`src/rtl/iaa_pkg.sv`:
```
package iaa_pkg;

  // sizes of the acknowledge datapath
  localparam int unsigned N_MOD  = 4;
  localparam int unsigned N_SRC  = N_MOD + 1;
  localparam int unsigned SIM_IX = N_MOD;
  localparam int unsigned ARB_W  = 4;
  localparam int unsigned LVL_W  = 3;
  localparam int unsigned VEC_W  = 8;
  localparam int unsigned ADDR_W = 24;
  localparam int unsigned VADR_W = VEC_W + 2;

  // arbitration field reset values
  localparam logic [ARB_W-1:0] ARB_SIM_RST = 4'hf;
  localparam logic [ARB_W-1:0] ARB_MOD_RST = 4'h0;
  localparam logic [ARB_W-1:0] ARB_NONE    = 4'h0;
  localparam logic [1:0]       ARB_MSB     = 2'h3;
  localparam logic [1:0]       ARB_LSB     = 2'h0;

  // acknowledge cycle encodings
  localparam logic [2:0]  FC_CPU_SPACE = 3'h7;
  localparam logic [3:0]  ADDR_TOP     = 4'hf;
  localparam logic [3:0]  ADDR_IACK    = 4'hf;
  localparam logic [11:0] ADDR_MID     = 12'hfff;
  localparam logic        ADDR_LSB     = 1'h1;
  localparam logic [LVL_W-1:0] LVL_NONE = 3'h0;
  localparam logic [LVL_W-1:0] LVL_NMI  = 3'h7;

  // vector numbers and address forming
  localparam logic [VEC_W-1:0] VEC_AUTO_BASE = 8'h18;
  localparam logic [VEC_W-1:0] VEC_SPURIOUS  = 8'h18;
  localparam logic [1:0]       VADR_LSBS     = 2'h0;

  // chip-select space code for acknowledge cycles
  localparam logic [1:0] CS_SPACE_IACK = 2'h0;

  // bus monitor time for the external responder
  localparam int unsigned CLK_PERIOD_NS = 8;
  localparam int unsigned BUS_MON_NS    = 1000;
  localparam int unsigned BUS_MON_CYC   = BUS_MON_NS / CLK_PERIOD_NS;
  localparam int unsigned TMR_W         = 8;

  // acknowledge sequencer, one-hot
  typedef enum logic [8:0] {
    S_IDLE  = 9'h001,
    S_BOUND = 9'h002,
    S_STACK = 9'h004,
    S_ACK   = 9'h008,
    S_ARB   = 9'h010,
    S_RES   = 9'h020,
    S_EXT   = 9'h040,
    S_VEC   = 9'h080,
    S_LOAD  = 9'h100
  } iaa_state_t;

endpackage

```
`src/rtl/iaa_interrupt_ack_arbitration.sv`:
```
module iaa_interrupt_ack_arbitration (
  // clock and reset
  input  wire logic                                       clk,
  input  wire logic                                       rst_b,
  // internal module requests and vectors
  input  wire logic [iaa_pkg::N_MOD-1:0][iaa_pkg::LVL_W-1:0] mod_req_level,
  input  wire logic [iaa_pkg::N_MOD-1:0][iaa_pkg::VEC_W-1:0] mod_vector,
  // periodic interrupt timer request
  input  wire logic [iaa_pkg::LVL_W-1:0]                  pit_req_level,
  input  wire logic [iaa_pkg::VEC_W-1:0]                  pit_vector,
  // external request level from the external bus interface
  input  wire logic [iaa_pkg::LVL_W-1:0]                  ext_req_level,
  // arbitration field write port, index N_MOD is the integration module
  input  wire logic                                       arb_wr_en,
  input  wire logic [2:0]                                 arb_wr_idx,
  input  wire logic [iaa_pkg::ARB_W-1:0]                  arb_wr_data,
  // chip-select autovector option
  input  wire logic [1:0]                                 cs_space,
  input  wire logic                                       cs_autovector_en,
  // processor sequencing
  input  wire logic                                       boundary_reached,
  // external acknowledge responses
  input  wire logic                                       data_size_ack,
  input  wire logic [iaa_pkg::VEC_W-1:0]                  ext_vector,
  input  wire logic                                       autovector_request,
  input  wire logic                                       bus_error,
  // acknowledge cycle outputs
  output logic [2:0]                                      function_code_lines,
  output logic [iaa_pkg::ADDR_W-1:0]                      ack_address,
  output logic                                            ack_cycle_active,
  output logic                                            ext_ack_cycle,
  output logic [iaa_pkg::N_MOD-1:0]                       mod_ack,
  output logic                                            pit_ack,
  // processor side results
  output logic                                            stack_save,
  output logic [iaa_pkg::LVL_W-1:0]                       interrupt_priority_field,
  output logic [iaa_pkg::VEC_W-1:0]                       vector_number,
  output logic                                            spurious,
  output logic                                            spurious_bus_error,
  output logic [iaa_pkg::VADR_W-1:0]                      vector_address,
  output logic                                            pc_load,
  // arbitration field readback
  output logic [iaa_pkg::N_SRC-1:0][iaa_pkg::ARB_W-1:0]   arb_field
);

  ////////////////////////////////////////////////////////////////////////////
  // helpers

  // larger of two levels
  function automatic logic [iaa_pkg::LVL_W-1:0] lvl_max(
    input logic [iaa_pkg::LVL_W-1:0] a,
    input logic [iaa_pkg::LVL_W-1:0] b
  );
    lvl_max = (a > b) ? a : b;
  endfunction

  // a live request at exactly the acknowledged level
  function automatic logic lvl_hit(
    input logic [iaa_pkg::LVL_W-1:0] lvl,
    input logic [iaa_pkg::LVL_W-1:0] ack
  );
    lvl_hit = (lvl == ack) && (lvl != iaa_pkg::LVL_NONE);
  endfunction

  ////////////////////////////////////////////////////////////////////////////
  // reset release

  logic rst_meta_q;
  logic rst_sync_q;

  // async assert, release through two flops so the fsm leaves reset cleanly
  always_ff @(posedge clk or negedge rst_b) begin
    if (!rst_b) begin
      rst_meta_q <= 1'b0;
      rst_sync_q <= 1'b0;
    end else begin
      rst_meta_q <= 1'b1;
      rst_sync_q <= rst_meta_q;
    end
  end

  ////////////////////////////////////////////////////////////////////////////
  // state

  iaa_pkg::iaa_state_t                               state_q, state_d;
  logic [iaa_pkg::N_SRC-1:0][iaa_pkg::ARB_W-1:0]     arb_q;
  logic [iaa_pkg::N_SRC-1:0]                         alive_q, alive_d;
  logic [1:0]                                        bit_q, bit_d;
  logic [iaa_pkg::LVL_W-1:0]                         lvl_q, lvl_d;
  logic [iaa_pkg::TMR_W-1:0]                         tmr_q, tmr_d;
  logic [iaa_pkg::LVL_W-1:0]                         ipf_q, ipf_d;
  logic [iaa_pkg::VEC_W-1:0]                         vec_q, vec_d;
  logic [2:0]                                        fc_q, fc_d;
  logic [iaa_pkg::ADDR_W-1:0]                        addr_q, addr_d;
  logic                                              act_q, act_d;
  logic                                              ext_q, ext_d;
  logic [iaa_pkg::N_MOD-1:0]                         mack_q, mack_d;
  logic                                              pack_q, pack_d;
  logic                                              stk_q, stk_d;
  logic                                              spur_q, spur_d;
  logic                                              bus_error_q, bus_error_d;
  logic [iaa_pkg::VADR_W-1:0]                        vadr_q, vadr_d;
  logic                                              pcl_q, pcl_d;

  ////////////////////////////////////////////////////////////////////////////
  // pending request detection

  logic [iaa_pkg::LVL_W-1:0] mod_max;
  logic [iaa_pkg::LVL_W-1:0] top_lvl;
  logic                      pend_ok;

  // highest live level; level 7 cannot be masked
  always_comb begin
    mod_max = iaa_pkg::LVL_NONE;
    for (int i = 0; i < iaa_pkg::N_MOD; i++) begin
      mod_max = lvl_max(mod_max, mod_req_level[i]);
    end
  end
  assign top_lvl = lvl_max(mod_max, lvl_max(pit_req_level, ext_req_level));
  assign pend_ok = (top_lvl > ipf_q) || (top_lvl == iaa_pkg::LVL_NMI);

  ////////////////////////////////////////////////////////////////////////////
  // contention decode

  logic [iaa_pkg::N_SRC-1:0] contend;
  logic [iaa_pkg::N_SRC-1:0] cur_bit;
  logic                      any_one;
  logic                      pit_hit;
  logic                      ext_hit;

  // only sources at the acknowledged level join; the sim field stands in
  // for both the periodic timer and the external requesters
  assign pit_hit = lvl_hit(pit_req_level, lvl_q);
  assign ext_hit = lvl_hit(ext_req_level, lvl_q);
  generate
    for (genvar g = 0; g < iaa_pkg::N_MOD; g++) begin : g_src
      assign contend[g] = lvl_hit(mod_req_level[g], lvl_q);
      assign cur_bit[g] = arb_q[g][bit_q];
    end
  endgenerate
  assign contend[iaa_pkg::SIM_IX] = pit_hit | ext_hit;
  assign cur_bit[iaa_pkg::SIM_IX] = arb_q[iaa_pkg::SIM_IX][bit_q];
  assign any_one = |(alive_q & cur_bit);

  // lowest surviving index; equal fields are a software fault and the
  // first survivor is taken so the hardware stays deterministic
  logic [2:0]                win_ix;
  logic [iaa_pkg::ARB_W-1:0] win_field;
  always_comb begin
    win_ix = 3'h0;
    for (int i = iaa_pkg::N_SRC - 1; i >= 0; i--) begin
      if (alive_q[i]) begin
        win_ix = 3'(i);
      end
    end
  end
  assign win_field = arb_q[win_ix];

  logic                      cs_auto;
  logic [iaa_pkg::VEC_W-1:0] auto_vec;
  logic                      tmr_done;

  assign cs_auto  = (cs_space == iaa_pkg::CS_SPACE_IACK) && cs_autovector_en;
  assign auto_vec = iaa_pkg::VEC_AUTO_BASE + {5'h00, lvl_q};
  assign tmr_done = (tmr_q == iaa_pkg::TMR_W'(iaa_pkg::BUS_MON_CYC - 1));

  ////////////////////////////////////////////////////////////////////////////
  // arbitration field registers

  // the sim field comes up winning, every module field comes up silent
  always_ff @(posedge clk or negedge rst_sync_q) begin
    if (!rst_sync_q) begin
      for (int i = 0; i < iaa_pkg::N_MOD; i++) begin
        arb_q[i] <= iaa_pkg::ARB_MOD_RST;
      end
      arb_q[iaa_pkg::SIM_IX] <= iaa_pkg::ARB_SIM_RST;
    end else if (arb_wr_en && (arb_wr_idx < 3'(iaa_pkg::N_SRC))) begin
      arb_q[arb_wr_idx] <= arb_wr_data;
    end
  end

  ////////////////////////////////////////////////////////////////////////////
  // acknowledge sequencer

  always_comb begin
    state_d = state_q;
    alive_d = alive_q;
    bit_d   = bit_q;
    lvl_d   = lvl_q;
    tmr_d   = tmr_q;
    ipf_d   = ipf_q;
    vec_d   = vec_q;
    fc_d    = fc_q;
    addr_d  = addr_q;
    act_d   = act_q;
    ext_d   = ext_q;
    mack_d  = '0;
    pack_d  = 1'b0;
    stk_d   = 1'b0;
    spur_d  = 1'b0;
    bus_error_d  = 1'b0;
    vadr_d  = vadr_q;
    pcl_d   = 1'b0;
    case (state_q)
      iaa_pkg::S_IDLE: begin
        if (pend_ok) begin
          lvl_d   = top_lvl;
          state_d = iaa_pkg::S_BOUND;
        end
      end
      // wait for the processor to reach a point where it may be interrupted
      iaa_pkg::S_BOUND: begin
        if (boundary_reached) begin
          stk_d   = 1'b1;
          state_d = iaa_pkg::S_STACK;
        end
      end
      // status and pc saved; now present the acknowledge cycle
      iaa_pkg::S_STACK: begin
        fc_d    = iaa_pkg::FC_CPU_SPACE;
        addr_d  = {iaa_pkg::ADDR_TOP, iaa_pkg::ADDR_IACK, iaa_pkg::ADDR_MID,
                   lvl_q, iaa_pkg::ADDR_LSB};
        act_d   = 1'b1;
        state_d = iaa_pkg::S_ACK;
      end
      // level taken back from the address lines, contention starts
      iaa_pkg::S_ACK: begin
        ipf_d   = addr_q[3:1];
        alive_d = contend;
        bit_d   = iaa_pkg::ARB_MSB;
        if (contend == '0) begin
          spur_d  = 1'b1;
          bus_error_d  = 1'b1;
          vec_d   = iaa_pkg::VEC_SPURIOUS;
          state_d = iaa_pkg::S_VEC;
        end else begin
          state_d = iaa_pkg::S_ARB;
        end
      end
      // one field bit per cycle, msb first; a 1 knocks out the 0s
      iaa_pkg::S_ARB: begin
        if (any_one) begin
          alive_d = alive_q & cur_bit;
        end
        if (bit_q == iaa_pkg::ARB_LSB) begin
          state_d = iaa_pkg::S_RES;
        end else begin
          bit_d = bit_q - 2'h1;
        end
      end
      iaa_pkg::S_RES: begin
        if (win_field == iaa_pkg::ARB_NONE) begin
          spur_d  = 1'b1;
          vec_d   = iaa_pkg::VEC_SPURIOUS;
          state_d = iaa_pkg::S_VEC;
        end else if (win_ix != 3'(iaa_pkg::SIM_IX)) begin
          mack_d[win_ix[1:0]] = 1'b1;
          vec_d   = mod_vector[win_ix[1:0]];
          state_d = iaa_pkg::S_VEC;
        end else if (pit_hit) begin
          pack_d  = 1'b1;
          vec_d   = pit_vector;
          state_d = iaa_pkg::S_VEC;
        end else if (cs_auto) begin
          vec_d   = auto_vec;
          state_d = iaa_pkg::S_VEC;
        end else begin
          ext_d   = 1'b1;
          tmr_d   = '0;
          state_d = iaa_pkg::S_EXT;
        end
      end
      // external cycle: a responder answers or the bus monitor ends it
      iaa_pkg::S_EXT: begin
        tmr_d = tmr_q + iaa_pkg::TMR_W'(1);
        if (data_size_ack) begin
          vec_d   = ext_vector;
          state_d = iaa_pkg::S_VEC;
        end else if (autovector_request) begin
          vec_d   = auto_vec;
          state_d = iaa_pkg::S_VEC;
        end else if (bus_error || tmr_done) begin
          spur_d  = 1'b1;
          bus_error_d  = 1'b1;
          vec_d   = iaa_pkg::VEC_SPURIOUS;
          state_d = iaa_pkg::S_VEC;
        end
      end
      // cycle over; form the vector address
      iaa_pkg::S_VEC: begin
        act_d   = 1'b0;
        ext_d   = 1'b0;
        fc_d    = '0;
        addr_d  = '0;
        vadr_d  = {vec_q, iaa_pkg::VADR_LSBS};
        state_d = iaa_pkg::S_LOAD;
      end
      iaa_pkg::S_LOAD: begin
        pcl_d   = 1'b1;
        state_d = iaa_pkg::S_IDLE;
      end
      default: begin
        state_d = iaa_pkg::S_IDLE;
        act_d   = 1'b0;
        ext_d   = 1'b0;
      end
    endcase
  end

  // sequencer registers
  always_ff @(posedge clk or negedge rst_sync_q) begin
    if (!rst_sync_q) begin
      state_q <= iaa_pkg::S_IDLE;
      alive_q <= '0;
      bit_q   <= '0;
      lvl_q   <= '0;
      tmr_q   <= '0;
      ipf_q   <= '0;
      vec_q   <= '0;
      fc_q    <= '0;
      addr_q  <= '0;
      act_q   <= 1'b0;
      ext_q   <= 1'b0;
      mack_q  <= '0;
      pack_q  <= 1'b0;
      stk_q   <= 1'b0;
      spur_q  <= 1'b0;
      bus_error_q  <= 1'b0;
      vadr_q  <= '0;
      pcl_q   <= 1'b0;
    end else begin
      state_q <= state_d;
      alive_q <= alive_d;
      bit_q   <= bit_d;
      lvl_q   <= lvl_d;
      tmr_q   <= tmr_d;
      ipf_q   <= ipf_d;
      vec_q   <= vec_d;
      fc_q    <= fc_d;
      addr_q  <= addr_d;
      act_q   <= act_d;
      ext_q   <= ext_d;
      mack_q  <= mack_d;
      pack_q  <= pack_d;
      stk_q   <= stk_d;
      spur_q  <= spur_d;
      bus_error_q  <= bus_error_d;
      vadr_q  <= vadr_d;
      pcl_q   <= pcl_d;
    end
  end

  ////////////////////////////////////////////////////////////////////////////
  // outputs, all straight from flops

  assign function_code_lines      = fc_q;
  assign ack_address              = addr_q;
  assign ack_cycle_active         = act_q;
  assign ext_ack_cycle            = ext_q;
  assign mod_ack                  = mack_q;
  assign pit_ack                  = pack_q;
  assign stack_save               = stk_q;
  assign interrupt_priority_field = ipf_q;
  assign vector_number            = vec_q;
  assign spurious                 = spur_q;
  assign spurious_bus_error       = bus_error_q;
  assign vector_address           = vadr_q;
  assign pc_load                  = pcl_q;
  assign arb_field                = arb_q;

endmodule

```
`config.mk`:
```
export PLATFORM = sky130hd
export DESIGN_NAME = iaa_interrupt_ack_arbitration
export DESIGN_NICKNAME = d
export VERILOG_FILES = /design/src/rtl/iaa_pkg.sv /design/src/rtl/iaa_interrupt_ack_arbitration.sv
export SDC_FILE = /design/constraint.sdc
export NUM_CORES = 1
export LEC_CHECK = 0
export ABC_AREA = 1
export ABC_CLOCK_PERIOD_IN_PS = 2800
export BUFFER_PORTS_ARGS = -buffer_cell sky130_fd_sc_hd__buf_2
export CAP_MARGIN = 40
export CORE_MARGIN = 3
export CORE_UTILIZATION = 52
export CTS_CLUSTER_SIZE = 20
export DETAILED_ROUTE_END_ITERATION = 6
export HOLD_SLACK_MARGIN = 0.08
export PLACE_DENSITY = 0.88
export SKIP_LAST_GASP = 1
export SYNTH_ARGS = -nofsm -noshare
export SYNTH_HDL_FRONTEND = slang
export SYNTH_SLANG_ARGS = --single-unit
export TNS_END_PERCENT = 20
```
`constraint.sdc`:
```
create_clock -name clk -period 2.8 [get_ports clk]
set_input_delay 0.42 -clock clk [delete_from_list [all_inputs] [get_ports clk]]
set_output_delay 0.42 -clock clk [all_outputs]
set_load 0.03 [all_outputs]
```
==> results.sh <==
export IMPL_gp_congestion=0.886
export IMPL_outcome="complete, but fails checks"
export IMPL_r2r_cells=13
export IMPL_ir_drop_uv=621
export IMPL_max_slew_margin_pct=61.7
export IMPL_cp_common_cell="buf_4"
export IMPL_slowest_stage="ha_1"
export IMPL_setup_viol=6
export IMPL_io_pins=162
export IMPL_drtAntennaViolNets=0
export IMPL_cts_htree_levels=3
export IMPL_synthCells=720
export IMPL_dpl_cell_area_sq_um=6580
export IMPL_via_count=5854
export IMPL_total_power_uw=6030
export IMPL_rows=36
export IMPL_layout_setup_ws_ns=-1.85
export IMPL_r2r_slack_ns=0.37
export IMPL_wl_mm=16.7
export IMPL_drt_pre_antenna_iters=5
export IMPL_max_stage_delay_ns=0.25
export IMPL_cts_tree="built"
export IMPL_drcViolationCount=0
export IMPL_final_hold_viol_count=0
export IMPL_arrival_ns=4.90
export IMPL_clockBufferDepth=2
export IMPL_dpl_hpwl_mm=12.2
export IMPL_ys_dominant_reg_cell="dfrtp_1"
export IMPL_clk_pin_slew_ns=0.09
export IMPL_final_common_cell="buf_2"
export IMPL_initial_utilization_pct=54.2
export IMPL_finalCritPeriodShare_pct=166
export IMPL_r2r_end="vector_number[2]"
export IMPL_die_w_um=108
export IMPL_syn_area_sq_um=5370
export IMPL_nets=1038
export IMPL_slew_viol_final=0
export IMPL_skew_ns=0.00940
export IMPL_final_cell_mix="buf_2 (157), nand2_1 (130), inv_1 (85), buf_4 (79), dfrtp_1 (77)"
export IMPL_grt_max_degree=57
export IMPL_grt_usage_pct=27.9
export IMPL_worstSetupPathType="primary input to flip-flop"
export IMPL_grt_pass1_wl_mm=25.8
export IMPL_core_area_sq_um=9910
export IMPL_syn_to_final_growth_pct=35.0
export IMPL_holdWs_ns=0.244
export IMPL_viasPerCell=5.46
export IMPL_cp_startpoint="mod_req_level[5]"
export IMPL_async_flop_share_pct=100
export IMPL_hold_path_class="flip-flop to asynchronous set/reset pin"
export IMPL_ys_warnings_count=0
export IMPL_io_buffer_count=159
export IMPL_ys_seq_area_share_pct=38.8
export IMPL_wl_per_cell_um=15.6
export IMPL_clk_latency_ns=0.37
export IMPL_clkSinkCount=83
export IMPL_dieArea_sq_um=11600
export IMPL_violations="setup timing"
export IMPL_ys_types=49
export IMPL_drt_initial_drc_count=337
export IMPL_synth_edf_count=0
export IMPL_r2r_start="state_q[3]"
export IMPL_cts_inserted_buffers=9
export IMPL_postSynthAreaPerCell_sq_um=7.46
export IMPL_path_max_fanout=6
export IMPL_ys_seq_elements=83
export IMPL_crit_required_ns=3.05
export IMPL_p_leak_uw=0.00387
export IMPL_drive_gt1_share_pct=37.6
export IMPL_antenna_found_initial=0
export IMPL_fmax_ghz=0.215
export IMPL_first_global_vias=5514
export IMPL_tightestPinTransition_ns=0.569
export IMPL_design_area_sq_um=7240
export IMPL_end_kind="flip-flop"
export IMPL_power_density_nw_per_um2=833
export IMPL_globalRouteOverflowTotal=0
export IMPL_die_h_um=108
export IMPL_start_kind="primary input"
export IMPL_utilization_pct=73.1
export IMPL_endpoint="lvl_q[2]"
export IMPL_fin_crit_ns=4.65
export IMPL_rsz0062_at_grt="yes"
export IMPL_antenna_cells=0
export IMPL_fin_tns_setup_ns=-10.81
export IMPL_clockRootBuffer="clkbuf_8"
export IMPL_max_cap_violations=0
layout make-up:
class,count,area [sq um]
multi-input combinational,503,2990
fill,785,2670
sequential,83,2090
timing repair buffer,240,1440
inverter,98,374
tap,133,166
clock buffer,10,128
clock inverter,5,56.3
synthesized netlist by cell type (3+ instances only):
| master | instances | share of area (%) |
|---|---|---|
| nor3_1 | 13 | 1.2 |
| and2_1 | 3 | 0.35 |
| o211ai_1 | 8 | 1.1 |
| nor2_1 | 72 | 5.0 |
| a21oi_1 | 26 | 2.4 |
| buf_2 | 3 | 0.28 |
| o31ai_1 | 6 | 0.84 |
| nand3_1 | 44 | 4.1 |
| nand4_1 | 11 | 1.3 |
| o21ai_1 | 6 | 0.56 |
| ha_1 | 20 | 4.7 |
| o22ai_1 | 13 | 1.5 |
| clkbuf_1 | 6 | 0.42 |
| or2_2 | 4 | 0.47 |
| inv_1 | 91 | 6.4 |
| a22oi_1 | 4 | 0.56 |
| nand2_1 | 150 | 10 |
| buf_4 | 27 | 3.8 |
| nand2_2 | 6 | 0.70 |
| o2111ai_1 | 3 | 0.49 |
| inv_2 | 5 | 0.35 |
| o21ai_0 | 71 | 6.6 |
| nor4_1 | 3 | 0.35 |
| dfstp_2 | 5 | 2.4 |
| dfrtp_1 | 78 | 36 |
| a31oi_1 | 4 | 0.47 |
| nor2_2 | 6 | 0.70 |
| nor2_4 | 3 | 0.63 |
how the worst min path moves through the flow:
| stage | startpoint | end | slack [ns] |
|---|---|---|---|
| after floorplan | rst_b | rst_meta_q | 0.12 |
| after global placement | rst_b | rst_meta_q | 0.21 |
| after detailed placement | rst_b | rst_sync_q | 0.21 |
| after CTS | rst_sync_q | mod_ack[0] | 0.25 |
| after global routing | rst_sync_q | mod_ack[0] | 0.27 |
| final | rst_sync_q | mod_ack[0] | 0.24 |
kinds of logic (layout without fill, tap and decap cells):
family	Yosys count	in the layout	synth area share, %
AO/OA/AOI/OAI	148	148	15.9
other	2	3	0.140
flip-flops	83	83	38.8
buffers and inverters	135	353	11.6
XOR/XNOR	4	4	0.653
AND/OR/NAND/NOR	328	328	28.2
adder cells (fa/ha/maj)	20	20	4.66
timing repair:
action / 4_1_cts / 5_1_grt
hold endpoints to repair: 2 / 0
endpoints found under the setup margin: 6 / 6
buffers inserted: 17 / 4
pin swaps: 22 / 29
hold buffers: 1 / 0
resized for setup: 26 / 43
state kept, by name, summed over array words and instances, names as in the netlist:
name,cells
lvl_q,3
spurious,1
rst_meta_q,1
interrupt_priority_field,3
alive_q,5
tmr_q,8
rst_sync_q,1
spurious_bus_error,1
stack_save,1
pit_ack,1
ack_cycle_active,1
function_code_lines,1
ext_ack_cycle,1
ack_address,3
vector_number,8
pc_load,1
mod_ack,4
state_q,9
vector_address,8
arb_field,20
bit_q,2
stage by stage:
stage	worst slack [ns]	cells
2_1_floorplan	-1.86	721
3_3_place_gp	-2.05	1034
3_5_place_dp	-2.32	1035
4_1_cts	-1.65	1068
5_1_grt	-2.04	1072
6_report	-1.85	1072
metal layers:
layer | part of all wire [%] | vias to the layer above | track usage, % | wire, um
met3 | 8.0 | 49 | 5.82 | 1330
met2 | 51 | 309 | 48.9 | 8440
met1 | 39 | 2696 | 34.8 | 6490
met4 | 2.5 | 0 | 7.66 | 423
met5 | 0 | - | 0 | 0
li1 | - | 2800 | - | -
worst max-delay path: cells and delay by family:
kind,cells,cell delay [ns]
buffers and inverters,12,1.26
adder cells (fa/ha/maj),4,0.80
AND/OR/NAND/NOR,18,1.66
AO/OA/AOI/OAI,6,0.73
where the power goes:
| part | internal, uW | switching, uW | total (uW) |
|---|---|---|---|
| registers | 1450 | 279 | 1730 |
| logic | 1270 | 2200 | 3470 |
| clock network | 406 | 438 | 843 |
| total | 3120 | 2920 | 6030 |
No activity file was read; power rests on OpenSTA's default activity.
